$ cat config.mk
export PLATFORM = sky130hd
export DESIGN_NAME = comparator_control_regs
export DESIGN_NICKNAME = d
export VERILOG_FILES = /design/src/logic/comp_cfg_pkg.sv /design/src/logic/resp_settle.sv /design/src/logic/comparator_control_regs.sv
export SDC_FILE = /design/constraint.sdc
export NUM_CORES = 1
export LEC_CHECK = 0
export BUFFER_PORTS_ARGS = -buffer_cell sky130_fd_sc_hd__buf_2
export CORE_MARGIN = 8
export CORE_UTILIZATION = 40
export DETAILED_ROUTE_END_ITERATION = 12
export PLACE_DENSITY = 0.73
export SLEW_MARGIN = 10
export SYNTH_ARGS = -nofsm -noshare
export SYNTH_HDL_FRONTEND = slang
export SYNTH_SLANG_ARGS = --single-unit
$ cat constraint.sdc
create_clock -name clk_i -period 1.75 [get_ports clk_i]
set_input_delay 0.175 -clock clk_i [delete_from_list [all_inputs] [get_ports clk_i]]
set_output_delay 0.175 -clock clk_i [all_outputs]
set_load 0.005 [all_outputs]
$ cat src/logic/comp_cfg_pkg.sv
// comparator configuration constants: register address, field layout, reset value, response timing
// assumes a 250 MHz system clock and a simple memory-mapped register port
// Function
// RULE1 - bit 8 powers the comparator up when 1, down when 0
// RULE2 - bits 7:6 pick negative input: half supply, input five, channel seven, unused
// RULE3 - bits 5:4 connect the comparator result to interrupt logic when set
// RULE4 - bit 3 inverts result: 0 high when plus above minus, 1 when below
// RULE5 - bits 2:1 set falling response 6, 4, 4 or 3 us; rising stays 6 us
// RULE6 - the register resets to 0x0000: off, unrouted, slowest, no hysteresis
// RULE7 - bit 0 enables hysteresis; bits 15:9 read zero and ignore writes
package comp_cfg_pkg;

  // ----------------------------------------------------------------
  // register map
  // ----------------------------------------------------------------
  localparam logic [31:0] COMPARATOR_CONFIG_ADDR = 32'h4008_7838;
  localparam logic [15:0] COMPARATOR_CONFIG_RST = 16'h0000;
  localparam logic [15:0] COMPARATOR_CONFIG_MASK = 16'h01FF;

  // ----------------------------------------------------------------
  // field positions
  // ----------------------------------------------------------------
  localparam int ENABLE_BIT = 8;
  localparam int NEG_SEL_HI = 7;
  localparam int NEG_SEL_LO = 6;
  localparam int ROUTE_HI = 5;
  localparam int ROUTE_LO = 4;
  localparam int POLARITY_BIT = 3;
  localparam int SPEED_HI = 2;
  localparam int SPEED_LO = 1;
  localparam int THRESH_BAND_BIT = 0;

  // negative input codes
  typedef enum logic [1:0] {
    NEG_HALF_SUPPLY = 2'h0,
    NEG_INPUT_FIVE = 2'h1,
    NEG_CHANNEL_SEVEN = 2'h2,
    NEG_UNUSED = 2'h3
  } neg_sel_t;

  // ----------------------------------------------------------------
  // response timing
  // ----------------------------------------------------------------
  localparam int CLK_MHZ = 250;
  localparam int T_RISE_NS = 6000;
  localparam int T_FALL0_NS = 6000;
  localparam int T_FALL1_NS = 4000;
  localparam int T_FALL2_NS = 4000;
  localparam int T_FALL3_NS = 3000;
  localparam int RISE_CYC = T_RISE_NS * CLK_MHZ / 1000;
  localparam int FALL0_CYC = T_FALL0_NS * CLK_MHZ / 1000;
  localparam int FALL1_CYC = T_FALL1_NS * CLK_MHZ / 1000;
  localparam int FALL2_CYC = T_FALL2_NS * CLK_MHZ / 1000;
  localparam int FALL3_CYC = T_FALL3_NS * CLK_MHZ / 1000;
  localparam int CNT_W = 11;

endpackage : comp_cfg_pkg

$ cat src/logic/resp_settle.sv
// settle timer: output follows the input once it has held a new level for the edge's count
// assumes counts fit CNT_W bits and are at least one; reset is already synchronised
`timescale 1ns/1ns
module resp_settle
  import comp_cfg_pkg::*;
#(
  parameter int W = CNT_W
)
(
  // clock and reset
  input wire logic clk_i,
  input wire logic rst_n_i,
  // control
  input wire logic en_i,
  input wire logic raw_i,
  input wire logic [W-1:0] rise_cnt_i,
  input wire logic [W-1:0] fall_cnt_i,
  // result
  output logic settled_o
);

  // refuse a counter too narrow to hold any useful settle count
  if (W < 2)
  begin : g_width_check
    $error("resp_settle: width too small");
  end

  logic [W-1:0] cnt_r;
  logic [W-1:0] cnt_nxt;
  logic out_r;
  logic out_nxt;
  logic [W-1:0] target;

  // a change is only accepted after it stays put; short glitches restart the count
  always_comb
  begin
    cnt_nxt = '0;
    out_nxt = out_r;
    target = raw_i ? rise_cnt_i : fall_cnt_i; // RULE5
    if (!en_i)
    begin
      out_nxt = 1'b0;
    end
    else if (raw_i != out_r)
    begin
      if (cnt_r + W'(1) >= target)
      begin
        out_nxt = raw_i;
      end
      else
      begin
        cnt_nxt = cnt_r + W'(1);
      end
    end
  end

  // state registers
  always_ff @(posedge clk_i or negedge rst_n_i)
  begin
    if (!rst_n_i)
    begin
      cnt_r <= '0;
      out_r <= 1'b0;
    end
    else
    begin
      cnt_r <= cnt_nxt;
      out_r <= out_nxt;
    end
  end

  assign settled_o = out_r;

endmodule : resp_settle

$ cat src/logic/comparator_control_regs.sv
// comparator configuration register and the digital side of the comparator result path
// assumes the register port is synchronous to clk_i and the analog comparator result arrives as a synchronous level
`timescale 1ns/1ns
module comparator_control_regs
  import comp_cfg_pkg::*;
(
  // clock and reset
  input wire logic clk_i,
  input wire logic nrst_i,
  // register port
  input wire logic sel_i,
  input wire logic wr_i,
  input wire logic [31:0] addr_i,
  input wire logic [15:0] wdata_i,
  output logic [15:0] rdata_o,
  output logic ack_o,
  output logic err_o,
  // analog comparator controls
  output logic comp_enable_o,
  output logic [1:0] negative_input_select_o,
  output logic half_supply_sel_o,
  output logic analog_input_five_sel_o,
  output logic converter_channel_seven_sel_o,
  output logic polarity_flip_o,
  output logic [1:0] speed_sel_o,
  output logic thresh_band_enable_o,
  // comparator result
  input wire logic cmp_raw_i,
  output logic cmp_state_o,
  output logic cmp_event_o
);

  // ----------------------------------------------------------------
  // reset release
  // ----------------------------------------------------------------
  logic rst_meta_r;
  logic rst_n;

  // asynchronous assert, synchronous release through two flops
  always_ff @(posedge clk_i or negedge nrst_i)
  begin
    if (!nrst_i)
    begin
      rst_meta_r <= 1'b0;
      rst_n <= 1'b0;
    end
    else
    begin
      rst_meta_r <= 1'b1;
      rst_n <= rst_meta_r;
    end
  end

  // ----------------------------------------------------------------
  // register access
  // ----------------------------------------------------------------
  logic [15:0] cfg_r;
  logic [15:0] cfg_nxt;
  logic [15:0] rdata_nxt;
  logic ack_nxt;
  logic err_nxt;
  logic hit;

  // only one word is mapped; anything else answers with an error and no effect
  always_comb
  begin
    hit = sel_i && (addr_i == COMPARATOR_CONFIG_ADDR);
    cfg_nxt = cfg_r;
    rdata_nxt = 16'h0000;
    ack_nxt = sel_i;
    err_nxt = sel_i && !hit;
    if (hit && wr_i)
    begin
      cfg_nxt = wdata_i & COMPARATOR_CONFIG_MASK; // RULE7
    end
    if (hit && !wr_i)
    begin
      rdata_nxt = cfg_r & COMPARATOR_CONFIG_MASK; // RULE7
    end
  end

  always_ff @(posedge clk_i or negedge rst_n)
  begin
    if (!rst_n)
    begin
      cfg_r <= COMPARATOR_CONFIG_RST; // RULE6
      rdata_o <= 16'h0000;
      ack_o <= 1'b0;
      err_o <= 1'b0;
    end
    else
    begin
      cfg_r <= cfg_nxt;
      rdata_o <= rdata_nxt;
      ack_o <= ack_nxt;
      err_o <= err_nxt;
    end
  end

  // ----------------------------------------------------------------
  // field decode to the analog side
  // ----------------------------------------------------------------
  logic en_f;
  logic route_f;
  logic [1:0] neg_f;

  // control outputs follow the stored register one cycle later so every output is a flop
  always_comb
  begin
    en_f = cfg_r[ENABLE_BIT]; // RULE1
    neg_f = cfg_r[NEG_SEL_HI:NEG_SEL_LO];
    route_f = cfg_r[ROUTE_HI:ROUTE_LO] != 2'h0; // RULE3
  end

  always_ff @(posedge clk_i or negedge rst_n)
  begin
    if (!rst_n)
    begin
      comp_enable_o <= 1'b0;
      negative_input_select_o <= 2'h0;
      half_supply_sel_o <= 1'b0;
      analog_input_five_sel_o <= 1'b0;
      converter_channel_seven_sel_o <= 1'b0;
      polarity_flip_o <= 1'b0;
      speed_sel_o <= 2'h0;
      thresh_band_enable_o <= 1'b0;
    end
    else
    begin
      comp_enable_o <= en_f; // RULE1
      negative_input_select_o <= neg_f; // RULE2
      // the unused code selects no source so the negative node is left floating, not shorted
      half_supply_sel_o <= en_f && (neg_f == NEG_HALF_SUPPLY); // RULE2
      analog_input_five_sel_o <= en_f && (neg_f == NEG_INPUT_FIVE); // RULE2
      converter_channel_seven_sel_o <= en_f && (neg_f == NEG_CHANNEL_SEVEN); // RULE2
      polarity_flip_o <= cfg_r[POLARITY_BIT]; // RULE4
      speed_sel_o <= cfg_r[SPEED_HI:SPEED_LO]; // RULE5
      thresh_band_enable_o <= cfg_r[THRESH_BAND_BIT]; // RULE7
    end
  end

  // ----------------------------------------------------------------
  // result path: polarity, response time, interrupt routing
  // ----------------------------------------------------------------
  logic oriented;
  logic settled;
  logic [CNT_W-1:0] fall_cnt;
  logic state_nxt;
  logic event_nxt;

  // falling response depends on the speed code, rising is fixed at the slow figure
  always_comb
  begin
    oriented = cmp_raw_i ^ cfg_r[POLARITY_BIT]; // RULE4
    unique case (cfg_r[SPEED_HI:SPEED_LO]) // RULE5
      2'h0: fall_cnt = CNT_W'(FALL0_CYC);
      2'h1: fall_cnt = CNT_W'(FALL1_CYC);
      2'h2: fall_cnt = CNT_W'(FALL2_CYC);
      2'h3: fall_cnt = CNT_W'(FALL3_CYC);
    endcase
  end

  resp_settle #(
    .W(CNT_W)
  ) u_settle (
    .clk_i(clk_i),
    .rst_n_i(rst_n),
    .en_i(en_f),
    .raw_i(oriented),
    .rise_cnt_i(CNT_W'(RISE_CYC)),
    .fall_cnt_i(fall_cnt),
    .settled_o(settled)
  );

  // a powered-down comparator reports low and raises no events
  always_comb
  begin
    state_nxt = en_f && settled; // RULE1
    event_nxt = route_f && state_nxt && !cmp_state_o; // RULE3
  end

  always_ff @(posedge clk_i or negedge rst_n)
  begin
    if (!rst_n)
    begin
      cmp_state_o <= 1'b0;
      cmp_event_o <= 1'b0;
    end
    else
    begin
      cmp_state_o <= state_nxt;
      cmp_event_o <= event_nxt;
    end
  end
endmodule : comparator_control_regs

==> metrics.csv, run 1 <==
metric,value,unit
FILL cells,422,
initial antenna violation count,0,
Logic pwr share,4.8,%
RSZ-0062 raised after global routing,yes,
WP buf/inv,1,
run status,"complete, but fails checks",
Cell variety after synth,38,
# DRC,0,
fin crit share,130.5,%
DRT Wirelength,5.014,mm
async set-reset flop share out of synthesis,100.0,%
CTS Buffer Depth,2,
sequential-to-total area share from yosys stat,54.66,%
Port Buffers,68,
Worst Path Required,1.98,ns
# IOs,83,
"Top FF cell, synth",dfrtp_1,
core box area,0.005107,mm^2
gr usage total,13.61,%
Syn Inst Count,179,
Initial Utilization,41.23,%
CTS root buf,clkbuf_8,
Pins Over Slew Limit,0,
Sw Pwr,399.8,uW
TritonCTS buffer count,5,
synth warn,0,
#FFs+latches synth,46,
sequential power share,59.9,%
dpl ws,-0.5144,ns
vias,1720,
largest area contributor in the netlist,dfrtp_1,
most frequent cell after synthesis,dfrtp_1,
via/cell ratio,4.738,
nets,355,
Post-synth EDFFs,0,
grt total ovfl,0,
Die ar.,0.007842,mm^2
H-tree Lvls,2,
CP max-delay cell,dfrtp_1,
clk_lat worst skew,0.30,ns
Synth top area share,54.66,%
sum of negative setup slack,-6.313,ns
"delay-heaviest family, CP",simple AND/OR/NAND/NOR gates,
Clk pwr share,35.2,%
vias in the first global route,1840,
Design Power,1.798,mW
crit-path cells,"ha_4, and4_4, nand4_1, xnor2_1, ha_1, and3_4, o211ai_1, buf_4, a211o_1, nand3_1",
Diodes inserted,0,
Area growth syn-to-layout,44.09,%
pin count of the biggest net entering global routing,26,
die height,88.56,um
highest cell delay on the worst timing path,0.40,ns
Worst Setup Start Kind,flop,
Crit Path Category,flop to flop,
"antenna viol nets, final",0,
1st-iter DRT viols,75,
Crit. End Element,flop,
total power divided by cell area,592.5,mW/mm^2
ratio of cells with drive above 1 in the final layout,51.19,%
Post-Syn Area,0.002106,mm^2
Row Count,26,
violated checks,setup timing,
Worst EP arrival,2.52,ns
Hold Crit Class,input port to flop,
Commonest cells post-synth,"dfrtp_1 (46), and2_1 (15), ha_1 (10), nand2_1 (10), mux2_2 (9)",
Area contributors post-synth,"dfrtp_1 (55%), ha_1 (5.9%), mux2_2 (4.8%), and2_1 (4.5%), xnor2_1 (2.9%)",
"Hold Vio Cnt, Final",0,
Final WS setup,-0.5329,ns
CTS tree,done,
Tmin final,2.283,ns
first-pass GRT wire length,8.121,mm
First-pass DRT Iterations,4,
Int Pwr,1.398,mW
Max Clock Skew,0.007083,ns
VDD IR max,0.3672,mV
final setup vio count,12,
crit-path max FO,3,
Leakage,1.621,nW
final core utilization,59.41,%
hold_ws,0.008367,ns
routed len/inst,13.81,um
max cap viols,0,
Post-Syn Area per Cell,11.76,um^2
Max Freq,438.0,MHz
GP Congestion,0.8259,
clock sink total,46,
worst slew pin tran,0.5342,ns
clk slew on worst S/H paths,0.09,ns
HPWL after DPL,3.835,mm
sw frac,22.24,%
die width,88.56,um
Slew headroom,64.38,%
[per-stage QoR]
| stage | instance area [um^2] | std cells |
|---|---|---|
| finish | 3034 | 363 |
| global route | 3034 | 363 |
| CTS | 2993 | 362 |
| detailed placement | 2815 | 348 |
| global placement | 2815 | 348 |
| floorplan | 2187 | 185 |
[path summary, 6_finish.rpt]
path / end / startpoint / slack (ns) / depth (start not counted)
worst max-delay path: u_settle.settled_o / u_settle.cnt_r[1] / -0.53 / 10
worst min-delay path: ack_o / sel_i / 0.008 / 1
worst max register to register: u_settle.settled_o / u_settle.cnt_r[1] / -0.53 / 10
worst min register to register: ack_o / rst_n / 0.25 / 0
max in group asynchronous: rdata_o[8] / rst_n / 0.88 / 1
min in group asynchronous: rst_n / nrst_i / 0.19 / 2
[cell families after synthesis]
group                    synth area share, %
AND/OR/NAND/NOR                        21.15
flip-flops                             54.66
buffers and inverters                  4.397
XOR/XNOR                               4.991
AO/OA/AOI/OAI                          3.684
adder cells (fa/ha/maj)                5.942
multiplexers                           4.813
other                                 0.3566
[state kept, by name (all words and copies together) (netlist names), 2 cells and up]
register	cells
negative_input_select_o	2
rdata_o	9
cfg_r	9
speed_sel_o	2
u_settle.cnt_r	11
[layout by cell type (no fill, tap or decap), types with 3 or more instances in the layout]
master    netlist  layout
mux2_2          9       9
a21oi_1         4       3
and3b_1         3       3
conb_1          2       8
xnor2_1         7       6
ha_1           10       9
xor2_1          5       5
buf_2           2      68
nand2_1        10       9
nand3_1         7       6
buf_4           7      39
nand4_1         5       5
dfrtp_1        46      44
inv_1           5       5
nor2_1          7       7
nor3_2          0       3
and2_1         15      15
clkbuf_8        0       5
nor4_1          4       3
[layer usage]
| metal | vias up | track usage (%) | wire [um] |
|---|---|---|---|
| met3 | 7 | 3.714 | 429 |
| met4 | 0 | 7.066 | 108 |
| li1 | 837 | - | - |
| met1 | 809 | 15.25 | 1984 |
| met5 | - | 0 | 0 |
| met2 | 67 | 23.08 | 2491 |
[area by class of cell]
| class | instances | area [um^2] | share of cell area [%] |
|---|---|---|---|
| well taps | 70 | 87.58 | 2.887 |
| inverters | 5 | 18.77 | 0.6186 |
| multi-input cells | 124 | 1013 | 33.40 |
| flip-flops and latches | 46 | 1154 | 38.02 |
| repair buffers | 110 | 674.4 | 22.23 |
| clock buffers | 6 | 72.57 | 2.392 |
| clock inverters | 2 | 13.76 | 0.4536 |
[power groups by stage]
stage | logic, mW | clock network, mW | registers [mW]
finish | 0.0865 | 0.634 | 1.08
global route | 0.0965 | 0.692 | 1.08
CTS | 0.0847 | 0.649 | 1.08
detailed placement | 0.0826 | 0 | 1.10
global placement | 0.0805 | 0 | 1.10
floorplan | 0.0251 | 0 | 1.10
[worst reg2reg max path: stages, from the launching register on]
cell and delay [ns]:
dfrtp_1 0.40, ha_4 0.15, and4_4 0.23, nand4_1 0.10, xnor2_1 0.16, ha_1 0.33
and3_4 0.20, o211ai_1 0.13, buf_4 0.17, a211o_1 0.26, nand3_1 0.08
[timing repair]
item	in CTS	in global routing
endpoints found under the setup margin	12	21
gates cloned	1	0
hold endpoints to repair	2	0
hold buffers	1	0
resized for setup	11	6
buffers inserted	4	1
pin swaps	11	7
(Power assumes the default switching activity.)
==> run 2: changes to the inputs <==
Settings changed: GPL_ROUTABILITY_DRIVEN set to 0, SETUP_SLACK_MARGIN set to 0.02.
==> run 2 against run 1 <==
The run still ends with setup timing left. Critical path type unchanged. Highest routed layer unchanged. Sequential cell count unchanged. Clock power increased by 22%. Fmax increased by 2.5%. Critical endpoint is now u_settle.cnt_r[3]. Final area increased by 0.29%. Largest cell class unchanged. Wire length decreased by 2.7%. Largest power group unchanged.
==> metrics.csv, run 2 (synthesis results as in run 1) <==
metric,value,unit
run status,"complete, but fails checks",
violated checks,setup timing,
Crit. End Element,flop,
sw frac,20.35,%
"most common cell after layout, fill and taps aside",buf_2,
H-tree Lvls,2,
first-pass GRT wire length,7.831,mm
TritonCTS buffer count,5,
clk_lat worst skew,0.29,ns
# DRC,0,
final std cells w/o fill,364,
Leakage,1.625,nW
First-pass DRT Iterations,4,
Logic pwr share,4.7,%
core box area,0.005107,mm^2
Worst EP arrival,2.40,ns
Pins Over Slew Limit,0,
clock sink total,46,
gr usage total,13.03,%
Worst Path Required,1.93,ns
max cap viols,0,
"delay-heaviest family, CP",simple AND/OR/NAND/NOR gates,
crit-path max FO,11,
VDD IR max,0.2934,mV
highest cell delay on the worst timing path,0.40,ns
crit-path cells,"ha_4, and4_4, nand4_1, xnor2_1, ha_1, and3_4, o211ai_1, a21oi_1, buf_6, nor3_1",
Hold Crit Class,input port to flop,
total power divided by cell area,637.9,mW/mm^2
vias,1712,
WP buf/inv,1,
clk slew on worst S/H paths,0.08,ns
1st-iter DRT viols,38,
max FFs per register,11,
final setup vio count,12,
Worst Setup Start Kind,flop,
initial antenna violation count,0,
via/cell ratio,4.703,
sequential power share,55.3,%
Diodes inserted,0,
post-placement cell count,350,
vias in the first global route,1826,
Clk pwr share,40.0,%
Max Freq,449.0,MHz
CTS tree,done,
Port Buffers,68,
Final WS setup,-0.4774,ns
"Hold Vio Cnt, Final",0,
Int Pwr,1.546,mW
CP max-delay cell,dfrtp_1,
pin count of the biggest net entering global routing,32,
fin crit share,127.3,%
hold_ws,0.01900,ns
"antenna viol nets, final",0,
die height,88.56,um
CTS root buf,clkbuf_8,
DRT Wirelength,4.879,mm
nets,356,
Area growth syn-to-layout,44.50,%
grt total ovfl,0,
Sw Pwr,395.1,uW
FILL cells,442,
Die ar.,0.007842,mm^2
# IOs,83,
HPWL after DPL,3.945,mm
Initial Utilization,41.23,%
RSZ-0062 raised after global routing,yes,
Row Count,26,
Tmin final,2.227,ns
ratio of cells with drive above 1 in the final layout,50.00,%
die width,88.56,um
Max Clock Skew,0.008543,ns
CTS Buffer Depth,2,
Top reg by flops,u_settle.cnt_r,
Crit Path Category,flop to flop,
routed len/inst,13.40,um
"commonest cells after routing, fill and taps aside","buf_2 (68), dfrtp_1 (44), buf_4 (39), and2_1 (15)",
Top Registers,"u_settle.cnt_r (11), cfg_r (9), rdata_o (9)",
## run 2: per-layer routing
metal / part of all wire, % / track usage [%] / up-vias
met1: 41 / 13.42 / 792
met2: 50 / 23.96 / 72
li1: - / - / 840
met4: 1.3 / 5.684 / 0
met5: 0 / 0 / -
met3: 7.7 / 3.621 / 8
## run 2: layout make-up
type,count,area (um^2),area share [%]
flip-flops and latches,46,1154,37.91
well taps,70,87.58,2.878
clock buffers,5,68.82,2.262
multi-input cells,124,975.9,32.07
inverters,5,18.77,0.6168
repair buffers,111,694.4,22.82
clock inverters,3,43.79,1.439
## run 2: metrics by stage
step	setup slack [ns]	power [mW]	instance area (um^2)	TNS, ns	util (%)
4_1_cts	-0.4735	1.969	2999	-5.302	58.72
3_3_place_gp	-0.4157	1.184	2843	-6.481	55.66
2_1_floorplan	-0.4264	1.129	2187	-4.836	-
5_1_grt	-0.6341	2.022	3043	-7.299	59.58
3_5_place_dp	-0.4762	1.186	2843	-7.604	55.66
6_report	-0.4774	1.941	3043	-5.549	59.58
## run 2: power groups by stage
stage | clock network [mW] | registers, mW | logic [mW]
2_1_floorplan | 0 | 1.10 | 0.0251
5_1_grt | 0.846 | 1.08 | 0.100
6_report | 0.776 | 1.07 | 0.0906
4_1_cts | 0.802 | 1.07 | 0.0921
3_5_place_dp | 0 | 1.10 | 0.0898
3_3_place_gp | 0 | 1.10 | 0.0883
## run 2: path summary, 6_finish.rpt
path | startpoint | end | slack [ns] | depth (start not counted)
max in group asynchronous | rst_n | comp_enable_o | 1.11 | 1
min in group asynchronous | rst_n | ack_o | 0.18 | 0
setup / recovery | u_settle.cnt_r[1] | u_settle.cnt_r[3] | -0.48 | 10
setup reg to reg | u_settle.cnt_r[1] | u_settle.cnt_r[3] | -0.48 | 10
hold reg to reg | rst_n | ack_o | 0.18 | 0
hold / removal | sel_i | ack_o | 0.02 | 1
## run 2: what timing repair did
item                                   4_1_cts  5_1_grt
resized for setup                            4        4
pin swaps                                    5        4
setup endpoints to repair                   12       21
hold buffers                                 1        0
endpoints found under the hold margin        2        0
setup buffers                                2        3
==> run 3: changes to the inputs <==
Settings changed: BUFFER_PORTS_ARGS -buffer_cell sky130_fd_sc_hd__buf_2 to unset, DONT_BUFFER_PORTS set to 1, PLACE_DENSITY 0.73 to 0.59.
==> run 3 against run 2 <==
The flow still finishes with violations (setup timing). Critical path depth stayed put. Clock skew is 0.0039 ns lower. Wire length is 0.35% lower. Clock-buffer cell count stayed put. Sequential cell count stayed put. Final area is 14% lower. Worst hold slack hardly changed. Clock power is 16% lower. Critical path type unchanged. Critical endpoint is now u_settle.cnt_r[2].
==> metrics.csv, run 3 (synthesis results as in run 1) <==
metric,value,unit
Leakage,1.241,nW
First-pass DRT Iterations,4,
VDD IR max,0.5927,mV
CTS root buf,clkbuf_8,
hold_ws,0.01874,ns
Worst Path Required,1.93,ns
Sequential cell area,0.001154,mm^2
pin count of the biggest net entering global routing,27,
Port Buffers,0,
Int Pwr,1.369,mW
max cap viols,0,
sequential power share,61.3,%
Crit. End Element,flop,
Multi-input gate area,979.7,um^2
Crit Path Category,flop to flop,
M2 GR Usage,23.08,%
Die ar.,0.007842,mm^2
dpl ws,-0.5410,ns
crit-path max FO,6,
routed len/inst,17.00,um
Area growth syn-to-layout,23.59,%
Top Registers,"u_settle.cnt_r (11), cfg_r (9), rdata_o (9)",
Logic pwr share,1.8,%
nets,278,
vias,1456,
Sw Pwr,392.7,uW
Diodes inserted,0,
ratio of cells with drive above 1 in the final layout,32.87,%
met3 Resource Use GR,5.478,%
clock sink total,46,
Worst Setup Start Kind,flop,
Hold Crit Class,input port to flop,
worst slew pin tran,0.5781,ns
initial antenna violation count,0,
max FFs per register,11,
R2R depth,10,
Max Clock Skew,0.004683,ns
CTS tree,done,
clk_lat worst skew,0.30,ns
"commonest cells after routing, fill and taps aside","dfrtp_1 (44), buf_4 (29), and2_1 (14)",
routing usage on met1,13.03,%
Max Freq,430.9,MHz
run status,"complete, but fails checks",
clk slew on worst S/H paths,0.09,ns
Tmin final,2.321,ns
Initial Utilization,41.23,%
first-pass GRT wire length,7.803,mm
"Hold Vio Cnt, Final",0,
die height,88.56,um
Slew headroom,61.46,%
CTS Buffer Depth,2,
Row Count,26,
DRT Wirelength,4.862,mm
1st-iter DRT viols,57,
# DRC,0,
HPWL after DPL,3.882,mm
final std cells w/o fill,286,
die width,88.56,um
Pins Over Slew Limit,0,
Worst EP arrival,2.50,ns
worst hold path stage count,1,
final setup vio count,12,
most used routing layer,met2,
via/cell ratio,5.091,
Clk pwr share,36.9,%
violated checks,setup timing,
FILL cells,468,
final core utilization,50.96,%
"most common cell after layout, fill and taps aside",dfrtp_1,
Final WS setup,-0.5710,ns
Top reg by flops,u_settle.cnt_r,
sw frac,22.29,%
gr usage total,12.88,%
"antenna viol nets, final",0,
total power divided by cell area,676.9,mW/mm^2
Design Power,1.762,mW
core box area,0.005107,mm^2
# IOs,83,
TritonCTS buffer count,5,
fin crit share,132.6,%
RSZ-0062 raised after global routing,yes,
post-placement cell count,273,
H-tree Lvls,2,
vias in the first global route,1588,
grt total ovfl,0,
==> run 3: per-stage QoR <==
stage          setup TNS, ns  area [um^2]
4_1_cts               -6.520         2564
3_5_place_dp          -7.293         2422
3_3_place_gp          -4.909         2422
5_1_grt               -7.823         2603
6_report              -6.729         2603
2_1_floorplan         -4.836         2187
==> run 3: routing by layer <==
layer  wire length, um  up-vias
li1                  -      682
met1              1812      737
met2              2648       31
met3               343        6
met4                58        0
met5                 0        -
==> run 3: area by class of cell <==
class / count / area share, %
Clock buffer: 5 / 2.644
Sequential cell: 46 / 44.33
Tap cell: 70 / 3.365
Multi-Input combinational cell: 124 / 37.64
Clock inverter: 3 / 0.9615
Inverter: 5 / 0.7212
Timing Repair Buffer: 33 / 10.34
==> run 3: worst max-delay path: stages, from the launching register on <==
cell and delay (ns):
dfrtp_1 0.40, ha_4 0.14, and4_4 0.22, nand4_1 0.15
xnor2_2 0.19, ha_1 0.32, and3_4 0.21, o211ai_1 0.14
a21oi_2 0.22, buf_6 0.16, nor3b_1 0.06
==> run 3: path summary, 6_finish.rpt <==
path                                    from              endpoint  slack [ns]
hold / removal                    wdata_i[8]              cfg_r[8]        0.02
max in group asynchronous              rst_n  thresh_band_enable_o        0.89
hold reg to reg                        rst_n     u_settle.cnt_r[4]        0.27
setup / recovery           u_settle.cnt_r[1]     u_settle.cnt_r[2]       -0.57
min in group asynchronous             nrst_i                 rst_n        0.10
setup reg to reg           u_settle.cnt_r[1]     u_settle.cnt_r[2]       -0.57
==> run 3: power by group through the flow <==
| stage | clock network [mW] | registers [mW] | logic, mW |
|---|---|---|---|
| detailed placement | 0 | 1.10 | 0.0283 |
| global route | 0.715 | 1.08 | 0.0377 |
| global placement | 0 | 1.10 | 0.0271 |
| CTS | 0.671 | 1.08 | 0.0322 |
| finish | 0.649 | 1.08 | 0.0325 |
| floorplan | 0 | 1.10 | 0.0251 |
==> run 3: what timing repair did <==
item,in CTS,in global routing
buffers inserted,2,0
hold buffers,2,0
cloned,0,1
endpoints found under the hold margin,3,0
gates resized for setup,2,10
pin swaps,7,7
endpoints found under the setup margin,12,12
